`src/verilog/mpra_defines.svh`:
```
`ifndef MPRA_DEFINES_SVH
`define MPRA_DEFINES_SVH
// ****************************************
// Mode register 3 field positions.
// ****************************************
`define MPRA_MR3_FMT_HI    12
`define MPRA_MR3_FMT_LO    11
`define MPRA_MR3_EN_BIT    2
`define MPRA_MR3_PAGE_HI   1
`define MPRA_MR3_PAGE_LO   0
`define MPRA_MR3_GEAR_BIT  3
// ****************************************
// Page 0 reset patterns.
// ****************************************
`define MPRA_P0_RST0       8'h55
`define MPRA_P0_RST1       8'h33
`define MPRA_P0_RST2       8'h0f
`define MPRA_P0_RST3       8'h00
// ****************************************
// Burst, latency, refresh-mode and vendor figures.
// ****************************************
`define MPRA_BURST_LEN     8
`define MPRA_READ_LAT      4'h4
`define MPRA_REFRESH_1X    2'h1
`define MPRA_VENDOR_NIBBLE 4'h0
`endif

```
`src/verilog/mpra_pkg.sv`:
```
package mpra_pkg;
    typedef enum logic [3:0] {
        MPRA_CMD_DES, MPRA_CMD_MRS, MPRA_CMD_RD, MPRA_CMD_RDA, MPRA_CMD_WR,
        MPRA_CMD_WRA, MPRA_CMD_REF, MPRA_CMD_ACT, MPRA_CMD_PRE, MPRA_CMD_OTHER
    } mpra_cmd_t;
    typedef enum logic [1:0] {
        MPRA_FMT_SERIAL, MPRA_FMT_PARALLEL, MPRA_FMT_STAGGER, MPRA_FMT_RSVD
    } mpra_fmt_t;
    typedef enum logic {
        MPRA_ST_IDLE, MPRA_ST_BURST
    } mpra_state_t;
endpackage

```
`src/verilog/mpra_page0_mem.sv`:
```
`include "mpra_defines.svh"
module mpra_page0_mem
    import mpra_pkg::*;
(
    input  wire logic       i_clk,
    input  wire logic       i_rst_n,
    input  wire logic       i_ce,
    input  wire logic       i_wr_en,
    input  wire logic [1:0] i_wr_loc,
    input  wire logic [7:0] i_wr_data,
    input  wire logic [1:0] i_rd_loc,
    output logic      [7:0] o_rd_data
);
    logic [7:0] mem_reg  [4];
    logic [7:0] mem_next [4];
    logic [7:0] rd_reg;
    logic [7:0] rd_next;

    // ****************************************
    // Pattern storage with reset defaults.
    // ****************************************
    always_comb begin
        for (int i = 0; i < 4; i++) begin
            mem_next[i] = mem_reg[i];
        end
        if (i_wr_en) begin
            mem_next[i_wr_loc] = i_wr_data;
        end
        rd_next = mem_reg[i_rd_loc];
    end

    always_ff @(posedge i_clk) begin
        if (!i_rst_n) begin
            mem_reg[0] <= `MPRA_P0_RST0;
            mem_reg[1] <= `MPRA_P0_RST1;
            mem_reg[2] <= `MPRA_P0_RST2;
            mem_reg[3] <= `MPRA_P0_RST3;
            rd_reg     <= 8'h00;
        end else if (i_ce) begin
            for (int i = 0; i < 4; i++) begin
                mem_reg[i] <= mem_next[i];
            end
            rd_reg <= rd_next;
        end
    end

    assign o_rd_data = rd_reg;
endmodule

```
`src/verilog/mpra_access.sv`:
```
// What this block does
// - Four pages of four 8-bit locations, read in access mode; only page 0 is written.
// - Page 0 reads in serial or parallel format (staggered and reserved read as serial); pages 1 to 3 serial only.
// - Page 3 is maker data; only location 3 bits 4:3 (refresh mode) are defined.
// - RDA acts as RD and WRA as WR; no auto precharge.
// - Mode register 3 bits 12:11 pick serial, parallel, staggered, reserved.
// - Mode register 3 bit 2 enables the access mode.
// - Mode register 3 bits 1:0 pick the page.
// - Bit n is written from address n and read in interval 7 minus n.
// - Bank address picks the location; page 0 has fixed reset patterns.
// - Refresh-mode code: 00 sub-1X, 01 1X, 10 2X, 11 reserved.
// - Serial format drives the same pattern on every lane.
// - Parallel format repeats location 0 across lanes every interval.
// - Written page 0 values persist until reset restores defaults.
`include "mpra_defines.svh"
module mpra_access
    import mpra_pkg::*;
#(
    parameter int DQ_WIDTH = 8
)(
    input  wire logic                i_clk,
    input  wire logic                i_rst_n,
    input  wire logic                i_ce,
    input  wire logic [3:0]          i_cmd,
    input  wire logic [17:0]         i_addr,
    input  wire logic [1:0]          i_ba,
    input  wire logic                i_err_capture,
    input  wire logic [27:0]         i_err_frame,
    input  wire logic                i_crc_err,
    input  wire logic                i_par_err,
    input  wire logic [2:0]          i_par_lat,
    input  wire logic [7:0]          i_cas_lat,
    input  wire logic [2:0]          i_wr_lat,
    input  wire logic [1:0]          i_rtt_wr,
    input  wire logic [2:0]          i_rtt_nom,
    input  wire logic [2:0]          i_rtt_park,
    input  wire logic [1:0]          i_drv_str,
    input  wire logic [6:0]          i_vref_val,
    input  wire logic [1:0]          i_ppr_sup,
    input  wire logic [1:0]          i_refresh_mode,
    output logic                     o_mode_en,
    output logic [1:0]               o_page,
    output logic [1:0]               o_fmt,
    output logic                     o_cmd_illegal,
    output logic                     o_dq_oe,
    output logic [DQ_WIDTH-1:0]      o_dq
);
    if (DQ_WIDTH != 4 && DQ_WIDTH != 8 && DQ_WIDTH != 16) begin : g_bad_width
        $error("DQ_WIDTH must be 4, 8 or 16.");
    end

    mpra_state_t     state_reg, state_next;
    logic            en_reg, en_next;
    logic            gear_reg, gear_next;
    logic [1:0]      page_reg, page_next;
    logic [1:0]      fmt_reg, fmt_next;
    logic [3:0]      lat_reg, lat_next;
    logic [2:0]      ui_reg, ui_next;
    logic [1:0]      loc_reg, loc_next;
    logic [7:0]      pat_reg, pat_next;
    logic [1:0]      rd_page_reg, rd_page_next;
    logic            ill_reg, ill_next;
    logic [31:0]     err_reg, err_next;
    logic [DQ_WIDTH-1:0] dq_reg, dq_next;
    logic            oe_reg, oe_next;
    logic [7:0]      p0_data;
    logic [7:0]      loc_byte;
    logic            is_rd;
    logic            is_wr;
    mpra_cmd_t       cmd;

    assign cmd   = mpra_cmd_t'(i_cmd);
    assign is_rd = (cmd == MPRA_CMD_RD) || (cmd == MPRA_CMD_RDA);
    assign is_wr = (cmd == MPRA_CMD_WR) || (cmd == MPRA_CMD_WRA);

    mpra_page0_mem u_page0 (
        .i_clk     (i_clk),
        .i_rst_n   (i_rst_n),
        .i_ce      (i_ce),
        .i_wr_en   (en_reg && is_wr && page_reg == 2'h0),
        .i_wr_loc  (i_ba),
        .i_wr_data (i_addr[7:0]),
        .i_rd_loc  ((fmt_reg == 2'(MPRA_FMT_PARALLEL)) ? 2'h0 : loc_reg),
        .o_rd_data (p0_data)
    );

    // ****************************************
    // Byte selection for all four pages.
    // ****************************************
    always_comb begin
        loc_byte = 8'h00;
        unique case (rd_page_reg)
            2'h0: loc_byte = p0_data;
            2'h1: loc_byte = err_reg[8*loc_reg +: 8];
            2'h2: begin
                unique case (loc_reg)
                    2'h0: loc_byte = {i_ppr_sup, 1'b0, 1'b0, 1'b0, 1'b0, i_rtt_wr};
                    2'h1: loc_byte = {i_vref_val, gear_reg};
                    2'h2: loc_byte = {i_cas_lat[4:0], i_wr_lat};
                    2'h3: loc_byte = {i_rtt_nom, i_rtt_park, i_drv_str};
                endcase
            end
            2'h3: begin
                loc_byte = (loc_reg == 2'h3) ? {3'h0, i_refresh_mode, 3'h0} : 8'h00;
            end
        endcase
    end

    // ****************************************
    // Mode control, error log and readout.
    // ****************************************
    always_comb begin
        state_next   = state_reg;
        en_next      = en_reg;
        gear_next    = gear_reg;
        page_next    = page_reg;
        fmt_next     = fmt_reg;
        lat_next     = lat_reg;
        ui_next      = ui_reg;
        loc_next     = loc_reg;
        pat_next     = pat_reg;
        rd_page_next = rd_page_reg;
        ill_next     = 1'b0;
        err_next     = err_reg;
        dq_next      = dq_reg;
        oe_next      = 1'b0;
        if (i_err_capture) begin
            err_next = {i_crc_err, i_par_err, i_par_lat[1:0], 4'h0, i_err_frame[27:20],
                        i_err_frame[15:8], i_err_frame[7:0]};
            err_next[31:29] = {i_crc_err, i_par_err, i_par_lat[2]};
            err_next[28:24] = {i_par_lat[1:0], 3'h0};
        end
        if (cmd == MPRA_CMD_MRS) begin
            en_next   = i_addr[`MPRA_MR3_EN_BIT];
            gear_next = i_addr[`MPRA_MR3_GEAR_BIT];
            page_next = i_addr[`MPRA_MR3_PAGE_HI:`MPRA_MR3_PAGE_LO];
            fmt_next  = i_addr[`MPRA_MR3_FMT_HI:`MPRA_MR3_FMT_LO];
        end
        if (en_reg && !(cmd inside {MPRA_CMD_DES, MPRA_CMD_MRS, MPRA_CMD_RD,
                    MPRA_CMD_RDA, MPRA_CMD_WR, MPRA_CMD_WRA, MPRA_CMD_REF})) begin
            ill_next = 1'b1;
        end
        unique case (state_reg)
            MPRA_ST_IDLE: begin
                if (en_reg && is_rd) begin
                    state_next   = MPRA_ST_BURST;
                    lat_next     = `MPRA_READ_LAT;
                    ui_next      = 3'h0;
                    loc_next     = i_ba;
                    rd_page_next = page_reg;
                end
            end
            MPRA_ST_BURST: begin
                if (lat_reg > 4'h1) begin
                    lat_next = lat_reg - 4'h1;
                end else if (lat_reg == 4'h1) begin
                    lat_next = 4'h0;
                    pat_next = loc_byte;
                end else begin
                    oe_next = 1'b1;
                    for (int b = 0; b < DQ_WIDTH; b++) begin
                        if (fmt_reg == 2'(MPRA_FMT_PARALLEL) && rd_page_reg == 2'h0) begin
                            dq_next[b] = pat_reg[7 - (b % 8)];
                        end else begin
                            dq_next[b] = pat_reg[3'h7 - ui_reg];
                        end
                    end
                    ui_next = ui_reg + 3'h1;
                    if (ui_reg == 3'h7) begin
                        state_next = MPRA_ST_IDLE;
                    end
                end
            end
        endcase
    end

    always_ff @(posedge i_clk) begin
        if (!i_rst_n) begin
            state_reg   <= MPRA_ST_IDLE;
            en_reg      <= 1'b0;
            gear_reg    <= 1'b0;
            page_reg    <= 2'h0;
            fmt_reg     <= 2'h0;
            lat_reg     <= 4'h0;
            ui_reg      <= 3'h0;
            loc_reg     <= 2'h0;
            pat_reg     <= 8'h00;
            rd_page_reg <= 2'h0;
            ill_reg     <= 1'b0;
            err_reg     <= 32'h0;
            dq_reg      <= '0;
            oe_reg      <= 1'b0;
        end else if (i_ce) begin
            state_reg   <= state_next;
            en_reg      <= en_next;
            gear_reg    <= gear_next;
            page_reg    <= page_next;
            fmt_reg     <= fmt_next;
            lat_reg     <= lat_next;
            ui_reg      <= ui_next;
            loc_reg     <= loc_next;
            pat_reg     <= pat_next;
            rd_page_reg <= rd_page_next;
            ill_reg     <= ill_next;
            err_reg     <= err_next;
            dq_reg      <= dq_next;
            oe_reg      <= oe_next;
        end
    end

    assign o_mode_en     = en_reg;
    assign o_page        = page_reg;
    assign o_fmt         = fmt_reg;
    assign o_cmd_illegal = ill_reg;
    assign o_dq_oe       = oe_reg;
    assign o_dq          = dq_reg;
endmodule

```
`config.mk`:
```
export PLATFORM = sky130hd
export DESIGN_NAME = mpra_access
export DESIGN_NICKNAME = d
export VERILOG_FILES = /design/src/verilog/mpra_pkg.sv /design/src/verilog/mpra_page0_mem.sv /design/src/verilog/mpra_access.sv
export VERILOG_INCLUDE_DIRS = /design/src /design/src/verilog
export SDC_FILE = /design/constraint.sdc
export NUM_CORES = 1
export LEC_CHECK = 0
export BUFFER_PORTS_ARGS = -buffer_cell sky130_fd_sc_hd__buf_2
export CAP_MARGIN = 25
export CORE_ASPECT_RATIO = 0.6
export CORE_MARGIN = 2
export CORE_UTILIZATION = 36
export DETAILED_ROUTE_END_ITERATION = 10
export GPL_ROUTABILITY_DRIVEN = 0
export GPL_TIMING_DRIVEN = 0
export PLACE_DENSITY = 0.66
export SYNTH_ARGS = -nofsm -noshare
export SYNTH_HDL_FRONTEND = slang
export SYNTH_SLANG_ARGS = --single-unit
```
`constraint.sdc`:
```
create_clock -name i_clk -period 4.3 [get_ports i_clk]
set_clock_uncertainty 0.05 [all_clocks]
set_input_delay 0.215 -clock i_clk [delete_from_list [all_inputs] [get_ports i_clk]]
set_output_delay 0.215 -clock i_clk [all_outputs]
set_load 0.05 [all_outputs]
```
== Yosys cells after proc, flatten, opt, wreduce, memory -nomap -nowiden ==
Memory sizes are Yosys's and may differ from the RTL's. A register that Yosys moved wholly into a read port is not among the register bits.
Cells that the tools add are included.
Storage, ports and cells
  register bits: 65
  RAM bits: 32
  output and inout port bits: 15
  logic and storage cells: 115
  memories: 1
Memories
  u_page0.mem_reg: words 4, width 8, rd ports 5, clocked after memory_dff 1, wr ports 4, RTL line mpra_page0_mem.sv:14  | logic [7:0] mem_reg [4];
Cells by class
  add/subtract/negate cells: 3
  order comparisons: 4
  eq/ne operators: 19
  shifts and indexed selects: 1
  muxes and demuxes: 43
  bitwise operators: 8
  reduce and logical (&&, ||, !) cells: 22
Operators with widths (number)
  $pmux 8 s4: 2
  $mux 8: 5
  $bwmux 32: 1
  $mux 32: 1
  $shiftx 32x6->8: 1
  $mux 1: 21
  $demux 8 s2: 1
  $eq 4x3->1 const B: 3
  $mux 4: 3
  $reduce_and 4->1: 3
  $mux 3: 3
  $eq 2x2->1 const B: 4
  $eq 4x1->1 const B: 2
  $eq 4x2->1 const B: 2
  $pmux 4 s2: 1
  $reduce_bool 7->1: 1
  $eq 2x1->1 const B: 3
  $logic_and 1x1->1: 6
  $logic_not 2->1: 3
  $ne 2x2->1 const B: 3
  $pmux 3 s2: 1
  $reduce_and 3->1: 2
  $mux 5: 1
  $gt 4x1->1 const B: 1
  18 further kinds: 26

== Longest topological paths before layout ==
  depth in word-level cells: 8
  gate-level depth with buffers: 7
  mapped depth without buffers: 6

== Cells and area by module ==
From an unflattened synthesis, not the netlist that was laid out.
Unflattened totals
  cells, all modules: 568
  area, all modules: 5351.4 µm²
Modules (own cells, without submodules)
  mpra_access: times used 1, cells an instance 373, area each 3328.2 µm², seq. area each 1301.2 µm²
  mpra_page0_mem: times used 1, cells an instance 195, area each 2023.2 µm², seq. area each 1121.1 µm²

== Worst setup path after synthesis ==
No wires, ideal clock.
  kind: register to register
  start: register, netlist name o_mode_en
  end: memory u_page0.mem_reg[0][0] (enable)
  setup time: 0.511 ns
  arrival time: 4.077 ns
  path slack: -0.338 ns
  stages on the path, launching flop included: 3
  path buffers: 0
  period minus slack after synthesis: 4.638 ns
  cell sequence: dfxtp_1 > nand2_1 > o41ai_1
RTL lines (RTL line)
  to (decl): mpra_page0_mem.sv:14

== Worst setup path after layout ==
  start: register lat_reg[1]
  end: register dq_reg[0] (netlist: o_dq[0])
Between the ends
  cells in the longest elaborated chain, start to end: 3
  elaborated cells between the ends (all ways): 5
  classes of those cells: 1 x order compare; 1 x eq/ne; 2 x bitwise; 1 x reduce/logical
RTL lines
  from (decl): RTL line mpra_access.sv:57  | logic [3:0] lat_reg, lat_next;
  from (signal assigned): RTL line mpra_access.sv:199  | lat_reg <= lat_next;
  $gt 4x1->1 or $eq 4x1->1 (tied branches): RTL line mpra_access.sv:154, mpra_access.sv:156
  $not 1->1 (no line)
  $reduce_and 4->1 (no line) (*)
  to (signal assigned): RTL line mpra_access.sv:206  | dq_reg <= dq_next;
  to (decl): RTL line mpra_access.sv:64  | logic [DQ_WIDTH-1:0] dq_reg, dq_next;
Mark *: on every way between the ends. The rest lies on a longest branch, timed or not.
A chain may end at the register's enable or synchronous reset.

==> impl_results.md <==
- Antenna-violating nets left: 0
- DRT Pass-1 Iters: 5
- Synth Area in Simple Gates: 0.2287
- Fin Hold WS: 0.05087 ns
- Worst-Margin Slew: 0.9265 ns
- Sequential element share of the synthesized area: 0.4583
- Fill cells: 1,434
- Worst EP arrival: 2.56 ns
- Compound-Gate Fraction of Synth Area: 0.1787
- Worst-path clk slew: roughly 0.08 ns
- Ant diodes: 0
- Avg Cell Area, Syn: 9.065 um^2
- Initial drt markers: 340
- Post-Syn Area: 0.005285 mm^2
- First-pass GRT wire length: 24,130 um
- Clock sinks: approximately 110
- Layout cells sized above 1: 0.1991
- FF-to-FF End: o_dq[0]
- RSZ-0062 raised after global routing: false
- Status: finished clean
- CTS root buf: clkbuf_16
- Full die area: 0.01570 mm^2
- Max IR drop VDD: 177.8 uV
- Layout Nets: 785
- Placement row count: 34
- Tmin final: 2.317 ns
- Critical path class: flop to flop
- Worst-path fanout max: 8
- Max cap viols: 0
- Synth cell types: 52
- Reg2Reg Setup Slack: roughly 2.0 ns
- Die X-Extent: roughly 160 um
- Worst-skew pair later-pin latency: around 0.35 ns
- Reg2Reg Depth: 6
- CP Launch Type: flop
- Synth Flop Type: dfxtp_1
- Critical Path Start: lat_reg[1]
- Final setup fails: 0
- Setup TNS: 0 ns
- Syn_nets: 680
- Hpwl dp: around 12,000 um
- Cells after synthesis: 583
- Synth top area share: 0.2765
- Die height: 97.86 um
- CTS Buf Count: 9
- Asr flop ratio synth: 0
- Static leakage: 2.368 nW
- CTS hold repair buffers: 0
- Total track usage: 0.1972
- Core area: around 0.014 mm^2
- R2r startpoint: lat_reg[1]
- Maximum clock rate: 431.6 MHz
- Total wire length: 15,290 um
- CTS tree: done
- Setup crit end kind: flop
- Period utilization: 0.5388
- Initial antenna violation count: 0
- Synth Area in Adders: 0.009470
- H-tree depth: 3
- Setup crit end: o_dq[0]
- DRC viols: 0
- Quantity of gates resized following cts: 0
- Count of final hold-check violations: 0
- WL/cell: 17.16 um
- Sequential cell area: 0.002422 mm^2
- Area contributors post-synth: dfxtp_1 28%, edfxtp_1 18%, nand2_1 10%
- Synth Area in XOR/XNOR: 0
- Largest family of logic cells by synthesized area: simple AND/OR/NAND/NOR gates
- Req. time, crit path: 4.55 ns
- Most common cell after layout, fill and taps aside: nand2_1
- Mux share of post-synthesis cell area: 0.08712
- Post-CTS Setup Repair Bufs: 0
- Max reg flops: 32
- I/O Pins: about 110
- Most frequent cells in the layout: 142 x nand2_1, 101 x buf_2, 73 x dfxtp_1
- Drt via density: 5.283
- Power per Cell Area: 333.8 mW/mm^2
- Max-slew violation count: 0
- Synth area leader: dfxtp_1
- Layout Area Growth over Synthesis: 20.34%
- Largest net degree at the start of global routing: 19
- Area of the multi-input gates: 0.002683 mm^2
- Max Root-Sink Buffers: 2
- Flops & latches, synth: between 100 and 150
- Hold crit path type: input port to flop
- Warnings from Yosys: 0
- Max_slew headroom: 0.3664
- Vias in the first global route: 4,479
- Initial Utilization: 0.3665
- Grt total ovfl: 0
- Via count: 4,707
- Number of port buffers: 92
- Post-synth EDFFs: 32
routing by layer:
layer / vias to the layer above / GRT usage / routed length [um] / part of all wire
met5: - / 0 / 0 / 0
met3: 20 / 0.04630 / 1166 / 0.076
met4: 0 / 0.05059 / 236 / 0.015
met1: 2240 / 0.3003 / 7724 / 0.51
li1: 2285 / - / - / -
met2: 162 / 0.2779 / 6162 / 0.40
cell usage after synthesis (2+ instances only):
| master | n |
|---|---|
| mux4_2 | 7 |
| o211ai_1 | 4 |
| inv_1 | 6 |
| nand3b_1 | 10 |
| or3_1 | 2 |
| nor4b_4 | 2 |
| mux2i_1 | 28 |
| mux2_2 | 2 |
| o221ai_1 | 4 |
| dfxtp_1 | 73 |
| o2bb2ai_1 | 2 |
| o311ai_0 | 2 |
| edfxtp_1 | 32 |
| a21oi_1 | 40 |
| o22ai_1 | 3 |
| and2_1 | 5 |
| ha_1 | 4 |
| a21boi_0 | 37 |
| nand2_1 | 142 |
| buf_2 | 9 |
| and4_1 | 2 |
| o21ai_0 | 26 |
| nand2b_1 | 20 |
| a221o_1 | 8 |
| buf_1 | 5 |
| nor2b_1 | 15 |
| nor2_1 | 8 |
| nor3_1 | 4 |
| clkbuf_1 | 28 |
| a31oi_1 | 2 |
| a31o_2 | 2 |
| nand3_1 | 29 |
area by class of cell:
cell class	count	share of cell area
clock buffer	10	0.03935
timing repair buffer	94	0.07653
sequential	105	0.3809
inverter	6	0.003541
multi-input combinational	429	0.4218
clock inverter	6	0.01121
tap	198	0.03895
buffer	43	0.02774
metrics by stage:
stage	cell area, um^2	cells	utilization	setup WS, ns	power (W)
after floorplan	5293	583	-	1.175	0.001182
after global placement	6001	873	0.4161	0.4021	0.001259
after detailed placement	6038	875	0.4187	1.684	0.001267
after CTS	6360	891	0.4410	2.026	0.002131
after global routing	6360	891	0.4410	1.783	0.002197
final	6360	891	0.4410	1.983	0.002123
critical path, stage by stage, from the launching register on:
cell     delay, ns
dfxtp_1       0.36
inv_1         0.08
ha_1          0.24
nor4b_4       0.40
nand4_1       0.36
nor2_1        0.53
a221o_1       0.23
how the worst min path moves through the flow:
stage / endpoint / cells past startpoint / start / slack, ns
finish: err_reg[6] / 3 / i_err_frame[6] / 0.05
CTS: err_reg[6] / 3 / i_err_frame[6] / 0.05
detailed placement: err_reg[7] / 2 / err_reg[7] / 0.41
global route: err_reg[13] / 3 / i_err_frame[13] / 0.05
global placement: err_reg[12] / 2 / err_reg[12] / 0.40
floorplan: err_reg[0] / 2 / i_err_frame[0] / 0.31
cells by family (layout without fill, tap and decap cells):
kind of cell / Yosys count / count (layout)
buffers and inverters: 49 / 159
adder cells (fa/ha/maj): 4 / 4
multiplexers: 37 / 37
AND/OR/NAND/NOR: 248 / 248
flip-flops: 105 / 105
AO/OA/AOI/OAI: 140 / 140
where the power goes:
part	internal, W	leakage, nW	switching [W]
Sequential	0.00105	0.891	0.0000192
Clock	0.000493	0.156	0.000384
Combinational	0.0000731	1.32	0.000102
Total	0.00162	2.37	0.000505
(Power assumes the default switching activity.)
